`src/pmc_pkg.sv`:
```
// Package: register map, field positions, reset values and timing of the polling-mode control bank
`default_nettype none
package pmc_pkg;
    // Register offsets
    localparam logic [7:0] PMC_ADDR_ON_TIME_B_LO = 8'h9e;
    localparam logic [7:0] PMC_ADDR_ON_TIME_B_HI = 8'h9f;
    localparam logic [7:0] PMC_ADDR_REF_TIMER    = 8'h99;
    localparam logic [7:0] PMC_ADDR_EXT_CMD      = 8'ha4;
    localparam logic [7:0] PMC_ADDR_CMC_SECOND   = 8'ha5;
    localparam logic [7:0] PMC_ADDR_CTRL         = 8'hb0;
    localparam logic [7:0] PMC_ADDR_STATUS       = 8'hb1;

    // Reset values
    localparam logic [7:0] PMC_RST_ON_TIME_B_LO = 8'h01;
    localparam logic [7:0] PMC_RST_ON_TIME_B_HI = 8'h00;
    localparam logic [7:0] PMC_RST_REF_TIMER    = 8'h01;
    localparam logic [7:0] PMC_RST_EXT_CMD      = 8'h00;
    localparam logic [7:0] PMC_RST_CMC_SECOND   = 8'h04;
    localparam logic [7:0] PMC_RST_CTRL         = 8'h00;

    // Command register bits
    localparam int PMC_CMD_GAIN_FRZ = 3;
    localparam int PMC_CMD_FREQ_FRZ = 2;
    localparam int PMC_CMD_TIMEOUT  = 1;
    localparam int PMC_CMD_MSG_END  = 0;

    // Second chip-mode register bits
    localparam int PMC_CMC_NEXT_AFTER_END = 5;
    localparam int PMC_CMC_NEXT_AFTER_TO  = 4;
    localparam int PMC_CMC_CYCLE_INIT     = 3;
    localparam int PMC_CMC_FRAME_INIT     = 2;
    localparam int PMC_CMC_FIFO_LOCK      = 1;
    localparam int PMC_CMC_XTAL_PREC      = 0;

    // Own control register bits
    localparam int PMC_CTL_SELF_POLL   = 0;
    localparam int PMC_CTL_CFG_SEL     = 1;
    localparam int PMC_CTL_GAIN_SRC    = 2;
    localparam int PMC_CTL_FREQ_SRC    = 3;
    localparam int PMC_CTL_EXT_SEL_LSB = 4;
    localparam int PMC_CTL_LOCK_REL    = 6;

    // Timing
    localparam int PMC_ON_TIME_W      = 14;
    localparam int PMC_PRESCALE_W     = 6;
    localparam logic [5:0] PMC_PRESCALE_LAST = 6'h3f;

    typedef enum logic [1:0]
    {
        PMC_ST_IDLE = 2'b00,
        PMC_ST_POLL = 2'b01,
        PMC_ST_RUN  = 2'b10
    } pmc_state_e;

    typedef struct packed
    {
        logic message_end;
        logic timeout;
        logic wake_found;
        logic frame_start;
        logic cycle_start;
    } pmc_evt_s;
endpackage
`default_nettype wire

```
`src/pmc_unit_tick.sv`:
```
// Polling time unit generator: 64 clocks times the reference setting
`default_nettype none
module pmc_unit_tick
    import pmc_pkg::*;
(
    // Clock and reset
    input  wire logic       clk_i,
    input  wire logic       rst_n_i,
    // Setting
    input  wire logic [7:0] ref_setting_i,
    output logic            unit_tick_o
);
    logic [PMC_PRESCALE_W-1:0] pre;
    logic [7:0]                units;
    logic                      pre_tick;

    assign pre_tick = (pre == PMC_PRESCALE_LAST);

    always_ff @(posedge clk_i or negedge rst_n_i)
    begin
        if (!rst_n_i)
            pre <= '0;
        else
            pre <= pre + 1'b1;
    end

    // Setting zero wraps through 256 prescale ticks
    always_ff @(posedge clk_i or negedge rst_n_i)
    begin
        if (!rst_n_i)
        begin
            units       <= '0;
            unit_tick_o <= 1'b0;
        end
        else
        begin
            unit_tick_o <= 1'b0;
            if (pre_tick)
            begin
                if (units + 8'h01 == ref_setting_i)
                begin
                    units       <= '0;
                    unit_tick_o <= 1'b1;
                end
                else
                    units <= units + 8'h01;
            end
        end
    end
endmodule
`default_nettype wire

```
`src/pmc_on_timer.sv`:
```
// On-time counter in polling time units; zero load means 16384 units
`default_nettype none
module pmc_on_timer
    import pmc_pkg::*;
#(
    parameter int W = PMC_ON_TIME_W
)
(
    // Clock and reset
    input  wire logic         clk_i,
    input  wire logic         rst_n_i,
    // Control
    input  wire logic         start_i,
    input  wire logic         stop_i,
    input  wire logic         unit_tick_i,
    input  wire logic [W-1:0] load_i,
    output logic              busy_o,
    output logic              done_o
);
    logic [W-1:0] remain;

    // A load of zero counts the full 2^W units since the decrement wraps
    always_ff @(posedge clk_i or negedge rst_n_i)
    begin
        if (!rst_n_i)
        begin
            remain <= '0;
            busy_o <= 1'b0;
            done_o <= 1'b0;
        end
        else
        begin
            done_o <= 1'b0;
            if (start_i)
            begin
                remain <= load_i;
                busy_o <= 1'b1;
            end
            else if (stop_i)
                busy_o <= 1'b0;
            else if (busy_o && unit_tick_i)
            begin
                remain <= remain - 1'b1;
                if (remain == {{(W-1){1'b0}}, 1'b1})
                begin
                    busy_o <= 1'b0;
                    done_o <= 1'b1;
                end
            end
        end
    end
endmodule
`default_nettype wire

```
`src/pmc_regs.sv`:
```
// Polling-mode chip control registers with configuration sequencing and FIFO control
//
// Design decision made here: the address-and-strobe port.
`default_nettype none
module pmc_regs
    import pmc_pkg::*;
(
    // Clock and reset
    input  wire logic       CORE_CLK_I,
    input  wire logic       RST_N_I,
    // Register port
    input  wire logic [7:0] ADDR_I,
    input  wire logic [7:0] WDATA_I,
    input  wire logic       WR_I,
    input  wire logic       RD_I,
    output logic [7:0]      RDATA_O,
    // Receiver events
    input  wire pmc_evt_s   EVT_I,
    input  wire logic       SLEEP_I,
    // Receiver controls
    output logic            RX_ON_O,
    output logic            CONFIG_B_O,
    output logic            GAIN_FREEZE_O,
    output logic            FREQ_FREEZE_O,
    output logic            TIMEOUT_EVENT_O,
    output logic            MESSAGE_END_EVENT_O,
    output logic            FIFO_INIT_O,
    output logic            FIFO_LOCK_O,
    output logic            XTAL_HP_O
);
    logic [7:0]               on_time_b_lo;
    logic [7:0]               on_time_b_hi;
    logic [7:0]               ref_setting;
    logic [7:0]               ext_cmd;
    logic [7:0]               cmc_second;
    logic [7:0]               ctrl;
    logic [PMC_ON_TIME_W-1:0] config_b_on_time;
    logic [PMC_ON_TIME_W-1:0] on_load;
    logic [1:0]               ext_sel;
    logic                     ext_active;
    logic                     msg_end;
    logic                     timeout;
    logic                     unit_tick;
    logic                     tmr_busy;
    logic                     tmr_done;
    logic                     tmr_start;
    logic                     cfg_b;
    logic                     next_cfg_b;
    logic                     locked;
    logic                     wr_cmd;
    logic                     self_poll;
    logic                     cfg_sel;
    logic                     force_timeout;
    logic                     force_msg_end;
    logic                     init_slave_cycle;
    logic                     init_wake;
    logic                     init_frame;
    logic                     lock_release;
    logic                     next_alt;
    logic                     tmr_stop;
    logic [1:0]               freeze;
    logic [7:0]               status;
    pmc_state_e               state;
    pmc_state_e               next_state;

    assign config_b_on_time = {on_time_b_hi[5:0], on_time_b_lo};
    assign ext_sel          = ctrl[PMC_CTL_EXT_SEL_LSB +: 2];
    assign ext_active       = (ext_sel == 2'd1) || (ext_sel == 2'd2);
    assign wr_cmd           = WR_I && (ADDR_I == PMC_ADDR_EXT_CMD);

    // Control field decode
    assign self_poll        = ctrl[PMC_CTL_SELF_POLL];
    assign cfg_sel          = ctrl[PMC_CTL_CFG_SEL];
    assign force_timeout    = wr_cmd && WDATA_I[PMC_CMD_TIMEOUT] && ext_active;
    assign force_msg_end    = wr_cmd && WDATA_I[PMC_CMD_MSG_END] && ext_active;
    assign lock_release     = WR_I && (ADDR_I == PMC_ADDR_CTRL) && WDATA_I[PMC_CTL_LOCK_REL];
    assign next_alt         = cfg_sel && !cfg_b;
    // Leaving the poll phase aborts the running on-time count
    assign tmr_stop         = (state != PMC_ST_POLL);

    // Forced events are taken in the write cycle and reach the chain next cycle
    always_ff @(posedge CORE_CLK_I or negedge RST_N_I)
    begin
        if (!RST_N_I)
        begin
            TIMEOUT_EVENT_O     <= 1'b0;
            MESSAGE_END_EVENT_O <= 1'b0;
        end
        else
        begin
            TIMEOUT_EVENT_O     <= EVT_I.timeout
                                   || force_timeout;
            MESSAGE_END_EVENT_O <= EVT_I.message_end
                                   || force_msg_end;
        end
    end

    assign msg_end = MESSAGE_END_EVENT_O;
    assign timeout = TIMEOUT_EVENT_O;

    // Plain registers
    always_ff @(posedge CORE_CLK_I or negedge RST_N_I)
    begin
        if (!RST_N_I)
        begin
            on_time_b_lo <= PMC_RST_ON_TIME_B_LO;
            on_time_b_hi <= PMC_RST_ON_TIME_B_HI;
            ref_setting  <= PMC_RST_REF_TIMER;
            cmc_second   <= PMC_RST_CMC_SECOND;
            ctrl         <= PMC_RST_CTRL;
        end
        else if (WR_I)
        begin
            unique case (ADDR_I)
                PMC_ADDR_ON_TIME_B_LO: on_time_b_lo <= WDATA_I;
                PMC_ADDR_ON_TIME_B_HI: on_time_b_hi <= {2'b00, WDATA_I[5:0]};
                PMC_ADDR_REF_TIMER:    ref_setting  <= WDATA_I;
                PMC_ADDR_CMC_SECOND:   cmc_second   <= {2'b00, WDATA_I[5:0]};
                PMC_ADDR_CTRL:         ctrl         <= {2'b00, WDATA_I[5:0]};
                default:               ;
            endcase
        end
    end

    // Command strobes: freeze bits hold while written one, event bits self-clear
    always_ff @(posedge CORE_CLK_I or negedge RST_N_I)
    begin
        if (!RST_N_I)
            ext_cmd <= PMC_RST_EXT_CMD;
        else if (wr_cmd)
            ext_cmd <= {4'h0, WDATA_I[3:2], 2'b00};
    end

    // Each freeze needs its command bit and its serial-command source bit together
    genvar f;
    generate
        for (f = 0; f < 2; f = f + 1)
        begin : g_freeze
            assign freeze[f] = ext_cmd[PMC_CMD_FREQ_FRZ + f] && ctrl[PMC_CTL_FREQ_SRC - f];
        end
    endgenerate

    assign GAIN_FREEZE_O = freeze[1];
    assign FREQ_FREEZE_O = freeze[0];
    assign status        = {3'h0, locked, tmr_busy, cfg_b, state};

    // Read port: data one cycle after the strobe, unmapped reads zero
    always_ff @(posedge CORE_CLK_I or negedge RST_N_I)
    begin
        if (!RST_N_I)
            RDATA_O <= 8'h00;
        else if (RD_I)
        begin
            unique case (ADDR_I)
                PMC_ADDR_ON_TIME_B_LO: RDATA_O <= on_time_b_lo;
                PMC_ADDR_ON_TIME_B_HI: RDATA_O <= on_time_b_hi;
                PMC_ADDR_REF_TIMER:    RDATA_O <= ref_setting;
                PMC_ADDR_EXT_CMD:      RDATA_O <= ext_cmd;
                PMC_ADDR_CMC_SECOND:   RDATA_O <= cmc_second;
                PMC_ADDR_CTRL:         RDATA_O <= ctrl;
                PMC_ADDR_STATUS:       RDATA_O <= status;
                default:               RDATA_O <= 8'h00;
            endcase
        end
        else
            RDATA_O <= 8'h00;
    end

    pmc_unit_tick u_tick
    (
        .clk_i         (CORE_CLK_I),
        .rst_n_i       (RST_N_I),
        .ref_setting_i (ref_setting),
        .unit_tick_o   (unit_tick)
    );

    // Config A on-time lies outside this bank; here it is a fixed load of one polling time unit
    assign on_load = next_cfg_b ? config_b_on_time : {{(PMC_ON_TIME_W-8){1'b0}}, 8'h01};

    pmc_on_timer #(.W(PMC_ON_TIME_W)) u_on
    (
        .clk_i       (CORE_CLK_I),
        .rst_n_i     (RST_N_I),
        .start_i     (tmr_start),
        .stop_i      (tmr_stop),
        .unit_tick_i (unit_tick),
        .load_i      (on_load),
        .busy_o      (tmr_busy),
        .done_o      (tmr_done)
    );

    // Self-polling sequencer
    always_comb
    begin
        next_state = state;
        next_cfg_b = cfg_b;
        tmr_start  = 1'b0;
        unique case (state)
            PMC_ST_IDLE:
            begin
                if (ctrl[PMC_CTL_SELF_POLL])
                begin
                    next_state = PMC_ST_POLL;
                    next_cfg_b = 1'b0;
                    tmr_start  = 1'b1;
                end
            end
            PMC_ST_POLL:
            begin
                if (!ctrl[PMC_CTL_SELF_POLL])
                    next_state = PMC_ST_IDLE;
                else if (EVT_I.wake_found)
                    next_state = PMC_ST_RUN;
                else if (tmr_done)
                begin
                    next_cfg_b = next_alt;
                    tmr_start  = 1'b1;
                end
            end
            PMC_ST_RUN:
            begin
                if (!ctrl[PMC_CTL_SELF_POLL])
                    next_state = PMC_ST_IDLE;
                else if (msg_end || timeout)
                begin
                    next_state = PMC_ST_POLL;
                    tmr_start  = 1'b1;
                    if (msg_end ? cmc_second[PMC_CMC_NEXT_AFTER_END]
                                : cmc_second[PMC_CMC_NEXT_AFTER_TO])
                        next_cfg_b = next_alt;
                    else
                        next_cfg_b = 1'b0;
                end
            end
            default:
                next_state = PMC_ST_IDLE;
        endcase
    end

    always_ff @(posedge CORE_CLK_I or negedge RST_N_I)
    begin
        if (!RST_N_I)
        begin
            state <= PMC_ST_IDLE;
            cfg_b <= 1'b0;
        end
        else
        begin
            state <= next_state;
            cfg_b <= next_cfg_b;
        end
    end

    // In slave mode the selection bit picks the single configuration directly
    assign CONFIG_B_O = self_poll ? cfg_b : cfg_sel;
    assign RX_ON_O    = self_poll ? (tmr_busy || state == PMC_ST_RUN) : !SLEEP_I;

    // Cycle-start init means receive start in slave mode but wake-up in self-polling
    assign init_slave_cycle = cmc_second[PMC_CMC_CYCLE_INIT] && !self_poll
                              && EVT_I.cycle_start;
    assign init_wake        = cmc_second[PMC_CMC_CYCLE_INIT] && (state == PMC_ST_POLL)
                              && (next_state == PMC_ST_RUN);
    assign init_frame       = cmc_second[PMC_CMC_FRAME_INIT] && EVT_I.frame_start;

    // FIFO initialisation pulse
    always_ff @(posedge CORE_CLK_I or negedge RST_N_I)
    begin
        if (!RST_N_I)
            FIFO_INIT_O <= 1'b0;
        else
            FIFO_INIT_O <= init_slave_cycle || init_wake || init_frame;
    end

    // Lock holds until software writes the release bit; a new message end wins
    always_ff @(posedge CORE_CLK_I or negedge RST_N_I)
    begin
        if (!RST_N_I)
            locked <= 1'b0;
        else if (cmc_second[PMC_CMC_FIFO_LOCK] && msg_end)
            locked <= 1'b1;
        else if (lock_release)
            locked <= 1'b0;
    end

    assign FIFO_LOCK_O = locked;
    // Outside sleep the crystal always runs in full precision
    assign XTAL_HP_O   = SLEEP_I ? cmc_second[PMC_CMC_XTAL_PREC] : 1'b1;
endmodule
`default_nettype wire

```
`config.mk`:
```
export PLATFORM = sky130hd
export DESIGN_NAME = pmc_regs
export DESIGN_NICKNAME = d
export VERILOG_FILES = /design/src/pmc_pkg.sv /design/src/pmc_unit_tick.sv /design/src/pmc_on_timer.sv /design/src/pmc_regs.sv
export SDC_FILE = /design/constraint.sdc
export NUM_CORES = 1
export LEC_CHECK = 0
export BUFFER_PORTS_ARGS = -buffer_cell sky130_fd_sc_hd__buf_4
export CAP_MARGIN = 20
export CORE_UTILIZATION = 39
export CTS_BUF_LIST = sky130_fd_sc_hd__clkbuf_16
export CTS_CLUSTER_SIZE = 10
export DETAILED_ROUTE_END_ITERATION = 6
export GPL_ROUTABILITY_DRIVEN = 1
export GPL_TIMING_DRIVEN = 0
export PLACE_DENSITY = 0.59
export REMOVE_ABC_BUFFERS = 1
export SETUP_SLACK_MARGIN = 0.15
export SYNTH_ARGS = -nofsm -noshare
export SYNTH_HDL_FRONTEND = slang
export SYNTH_SLANG_ARGS = --single-unit
```
`constraint.sdc`:
```
create_clock -name CORE_CLK_I -period 3.3 [get_ports CORE_CLK_I]
set_clock_uncertainty 0.1 [all_clocks]
set_input_delay 0.33 -clock CORE_CLK_I [delete_from_list [all_inputs] [get_ports CORE_CLK_I]]
set_output_delay 0.33 -clock CORE_CLK_I [all_outputs]
set_load 0.05 [all_outputs]
```
==> Yosys cells after proc, flatten, opt, wreduce, memory -nomap -nowiden <==
Index checks and enable logic that the tools add are counted.
{ "word_totals": {"regBits": 82, "input_bits": 26, "out_inout_bits": 17} }
{ "classes": {"n_addsub": 3, "n_eq_ne": 17, "n_mux": 44, "reduce_logical": 39} }
{ "ops": {"columns": ["cell", "n"], "rows": [
  ["$eq 8x8->1 const B", 7],
  ["$mux 14", 4],
  ["$pmux 8 s7", 1],
  ["$mux 1", 29],
  ["$logic_and 1x1->1", 17],
  ["$mux 8", 2],
  ["$eq 14x1->1 const B", 1],
  ["$reduce_and 2->1", 7],
  ["$sub 14x1->14 const B", 1],
  ["$mux 2", 5],
  ["$add 8x1->8 const B", 1],
  ["$eq 8x8->1", 1],
  ["$logic_or 1x1->1", 7],
  ["$add 6x1->6 const B", 1],
  ["$eq 2x2->1 const B", 3],
  ["$eq 6x6->1 const B", 1],
  ["$pmux 1 s3", 2],
  ["$pmux 2 s3", 1],
  ["$reduce_bool 3->1", 2],
  ["$eq 2x1->1 const B", 2],
  ["$reduce_bool 2->1", 2],
  ["$logic_not 1->1", 3],
  ["$logic_not 2->1", 1],
  ["$ne 2x1->1 const B", 1],
  ["$ne 2x2->1 const B", 1]
]} }

==> Longest topological paths before layout <==
{ "depth": {"ltp_word": 8, "ltp_mapped": 9, "depth_no_buf": 8} }

==> Modules after synthesis <==
From an unflattened synthesis, not the netlist that was laid out.
{ "unflattened": {"cells_unflattened": 421, "hier_area_um2": 4628.2} }
{ "modules_own_cells": {"columns": ["mod", "n_inst", "cells_each", "area_per_inst_um2"], "rows": [
  ["pmc_regs", 1, 229, 2797.7],
  ["pmc_unit_tick", 1, 97, 933.4],
  ["pmc_on_timer", 1, 95, 897.1]
]} }

==> Worst setup path before layout <==
Ideal clock, no wire load.
{ "synth_timing": {"path_kind": "flip-flop to flip-flop", "from": "register state[0]", "to": "register u_on.remain[8]", "setup_ns": 0.126, "arrival_ns": 2.032, "required_time_ns": 3.074, "path_slack_ns": 1.042, "stages_incl_launch_ff": 10, "n_path_buf": 1, "synth_period_minus_slack_ns": 2.258, "cell_sequence": "dfrtp_1 inv_1 ha_1 o21a_1 o21a_1 o31a_4 nand2b_4 buf_6 nor2_2 a221o_1"} }
{ "synth_via": {"elab_chain_cells": 4} }
{ "synth_rtl": {"columns": ["item", "line", "text"], "rows": [
  ["start, declared", "pmc_regs.sv:63", "pmc_state_e state;"],
  ["start signal, assigned", "pmc_regs.sv:249", "state <= next_state;"],
  ["$eq 2x2->1, or another cell as far along", "pmc_regs.sv:198", "unique case (state)"],
  ["$pmux 1 s3", "pmc_regs.sv:198", null],
  ["$ne 2x2->1 (no line), or another cell as far along", null, null],
  ["$reduce_and 2->1 (no line) / $mux 14 (equally long branches)", null, null],
  ["end signal, assigned", "pmc_on_timer.sv:36", "remain <= load_i;"],
  ["end signal, assigned", "pmc_on_timer.sv:43", "remain <= remain - 1'b1;"],
  ["end, declared", "pmc_on_timer.sv:20", "logic [W-1:0] remain;"]
]} }
Several ways; a longest one is shown, not always the timed one.
A chain may end at the register's enable or synchronous reset.

==> Final worst setup path <==
{ "layout_timing": {"from": "register state[0]", "to": "register u_on.remain[7]"} }
The elaborated chain is that of the path after synthesis.

==> flow_summary.toml <==
[status]
outcome = "finished clean"

[pwr]
clockPowerShare_pct = 40.0
seqPwrFrac_pct = 44.6
p_per_area_nw_per_um2 = 520
p_leak_nw = 2.28
comb_power_share_pct = 15.4
internal_power_w = 0.00190
ir_drop_uv = 278
p_switching_w = 0.000743
p_sw_share_pct = 28.1

[synthesis]
synthTopCellsByArea = "dfrtp_1, mux2_2, nand2_1"
syn_area_um2 = 4310
synth_edf_count = 0
yosysTopAreaCell = "dfrtp_1"
synth_area_per_cell_um2 = 11.1
yosysMostFrequentCell = "dfrtp_1"
synthCells = 388
synthArstFlopShare_pct = 100
yosys_warnings = 0
synth-seq-cells = 82
synth_top_cells_by_count = "dfrtp_1, mux2_2, nand2_1, nor2_1, o21ai_0"
ys_seq_area_share_pct = 47.7
ys_types = 64
yosysTopAreaCellShare_pct = 45.8
ys.flop_type = "dfrtp_1"

[floorplanning]
row_count = 38
die_h_um = 107
dieArea_um2 = 11500
fp.dieW_um = 107
core_region_area_um2 = 10800
ioPinCount = 43
start_util_pct = 40.0

[sta]
setup_slack_ns = 0.298
timing.final.crit_share_pct = 91.0
setup_viol = 0
grt_setup_unrepaired = "false"
final.setup.tns_ns = 0
holdWs_ns = 0.0737
relSlewSlack_pct = 33.2
worst_pin_slew_ns = 0.993
slew_violations = 0
finalHoldViolCount = 0
layout_min_cycle_time_ns = 3.00
fmax_mhz = 333

[global_route]
grt_pass1_wl_mm = 17.3
grt_start_max_net_pins = 83
grt_pass1_vias = 3192
grt_use_total_pct = 20.0
overflow = 0
antenna_found_initial = 0

[finish]
multiInputGateArea_um2 = 2150
layout-drive-gt1-share_pct = 27.5
final_cells = 577
area_delta_synth_final_pct = 17.8
final-seq-area_um2 = 2060
diodes = 0
nets = 466
nFillCells = 1008

[placement]
gp_congestion = 0.823
io_buffers = 42
post-place-ws_ns = 0.333
dp_hpwl_mm = 7.56
dp_cells = 559

[clock_network]
clk_pin_slew_worst_paths_ns = 0.06
cts_hold_buf = 0
clock_latency_ns = 0.33
cts_resized = 0
htree_levels = 3
cts_setup_buffers = 0
cts_max_path_buffers = 2
cts_tree = "built"
numCtsBuffers = 9
clock-sinks = 82
root_buffer = "clkbuf_16"

[drt]
ant_nets = 0
totalWireLength_mm = 10.7
num_vias = 3291
avgViaCountPerCell = 5.70
first_pass_iters = 5
wl_per_cell_um = 18.5
drt_iter0_markers = 265
post-route-drc-count = 0

[worst_setup_path]
setup.worst_path.start_class = "register"
end_kind = "register"
required_ns = 3.47
crit_chain = "inv_1, ha_1, nor3b_1, o21a_1, o211a_4, o21ai_2, nor2_1, a221o_1"
worstSetupPathType = "register to register"
cp_max_fo = 18
critPathMaxStageDelay_ns = 0.72
path_buf_inv = 1
cp_data_arrival_time_ns = 3.17
critPathSlowestCell = "nor2_1"
crit_family = "simple AND/OR/NAND/NOR gates"

[min_path]
min_path_type = "input pin to register"

[job]
maxCapViolCount = 0
[cell families after synthesis]
| family | Yosys count | share of synthesized area, % |
|---|---|---|
| AOI/OAI and AO/OA | 101 | 17.6 |
| xor gates and xnor gates | 16 | 3.25 |
| adders and majority gates | 8 | 2.32 |
| buffers and inverters | 20 | 2.47 |
| DFF | 82 | 47.7 |
| muxes | 41 | 10.6 |
| and+or+nand+nor | 120 | 16.1 |
[routing by layer]
| metal | GRT usage, % | share of wire [%] |
|---|---|---|
| met1 | 29.9 | 49 |
| met2 | 28.8 | 46 |
| met3 | 3.71 | 4.3 |
| met4 | 6.56 | 0.97 |
| met5 | 0 | 0 |
[power by group through the flow]
stage | logic [W] | clock network (W) | registers (W)
after global routing | 0.000452 | 0.00112 | 0.00119
after detailed placement | 0.000401 | 0 | 0.00119
after global placement | 0.000392 | 0 | 0.00119
after floorplan | 0.000251 | 0 | 0.00119
final | 0.000407 | 0.00106 | 0.00118
after CTS | 0.000404 | 0.00108 | 0.00117
[worst register-to-register path, stage by stage, from the launching register on]
cell and delay, ns:
dfrtp_1 0.50, inv_1 0.16, ha_1 0.32, nor3b_1 0.22, o21a_1 0.22, o211a_4 0.30, o21ai_2 0.10, nor2_1 0.72
a221o_1 0.29
[through the flow]
| stage | area [µm²] | util, % | total power [W] |
|---|---|---|---|
| floorplan | 4240 | - | 0.00144 |
| global placement | 4730 | 43.8 | 0.00158 |
| detailed placement | 4730 | 43.8 | 0.00159 |
| CTS | 5040 | 46.7 | 0.00266 |
| global route | 5080 | 47.1 | 0.00276 |
| finish | 5080 | 47.1 | 0.00264 |
[area by class of cell]
class / count / area share [%]
Clock buffer: 9 / 4.43
Clock inverter: 7 / 1.68
Inverter: 9 / 0.665
Multi-Input combinational cell: 286 / 42.4
Sequential cell: 82 / 40.5
Tap cell: 140 / 3.45
Timing Repair Buffer: 44 / 6.95
[cell usage in the layout, fill, tap and decap left out, types with 5 or more instances in the layout]
| cell type | n |
|---|---|
| a21o_1 | 6 |
| a21oi_1 | 12 |
| a221o_1 | 10 |
| a22o_1 | 9 |
| a22oi_1 | 9 |
| a31oi_1 | 8 |
| and2_1 | 7 |
| and3_1 | 5 |
| buf_4 | 42 |
| clkbuf_16 | 9 |
| dfrtp_1 | 79 |
| ha_1 | 8 |
| inv_1 | 10 |
| mux2_2 | 38 |
| nand2_1 | 29 |
| nand3_1 | 7 |
| nor2_1 | 17 |
| nor2b_1 | 5 |
| nor3_1 | 8 |
| nor4_1 | 8 |
| o21ai_0 | 16 |
| xnor2_1 | 11 |
| xor2_1 | 5 |
[sequential cells by signal, indices dropped and copies added (netlist names), 8 cells and up]
name,cells
RDATA_O,8
on_time_b_lo,8
ref_setting,8
u_on.remain,14
u_tick.units,8
[worst paths after layout]
path / start / end / slack [ns] / cells past startpoint
hold / removal: EVT_I[4] / MESSAGE_END_EVENT_O$_DFF_PN0_ / 0.07 / 2
setup reg to reg: state[0]$_DFF_PN0_ / u_on.remain[7]$_DFFE_PN0P_ / 0.30 / 8
setup / recovery: state[0]$_DFF_PN0_ / u_on.remain[7]$_DFFE_PN0P_ / 0.30 / 8
min in group asynchronous: RST_N_I / u_tick.units[5]$_DFFE_PN0N_ / 0.29 / 2
hold reg to reg: u_tick.pre[0]$_DFF_PN0_ / u_tick.pre[0]$_DFF_PN0_ / 0.38 / 1
max in group asynchronous: RST_N_I / ref_setting[0]$_DFFE_PN1P_ / 2.19 / 3
No activity file was read; power rests on OpenSTA's default activity.
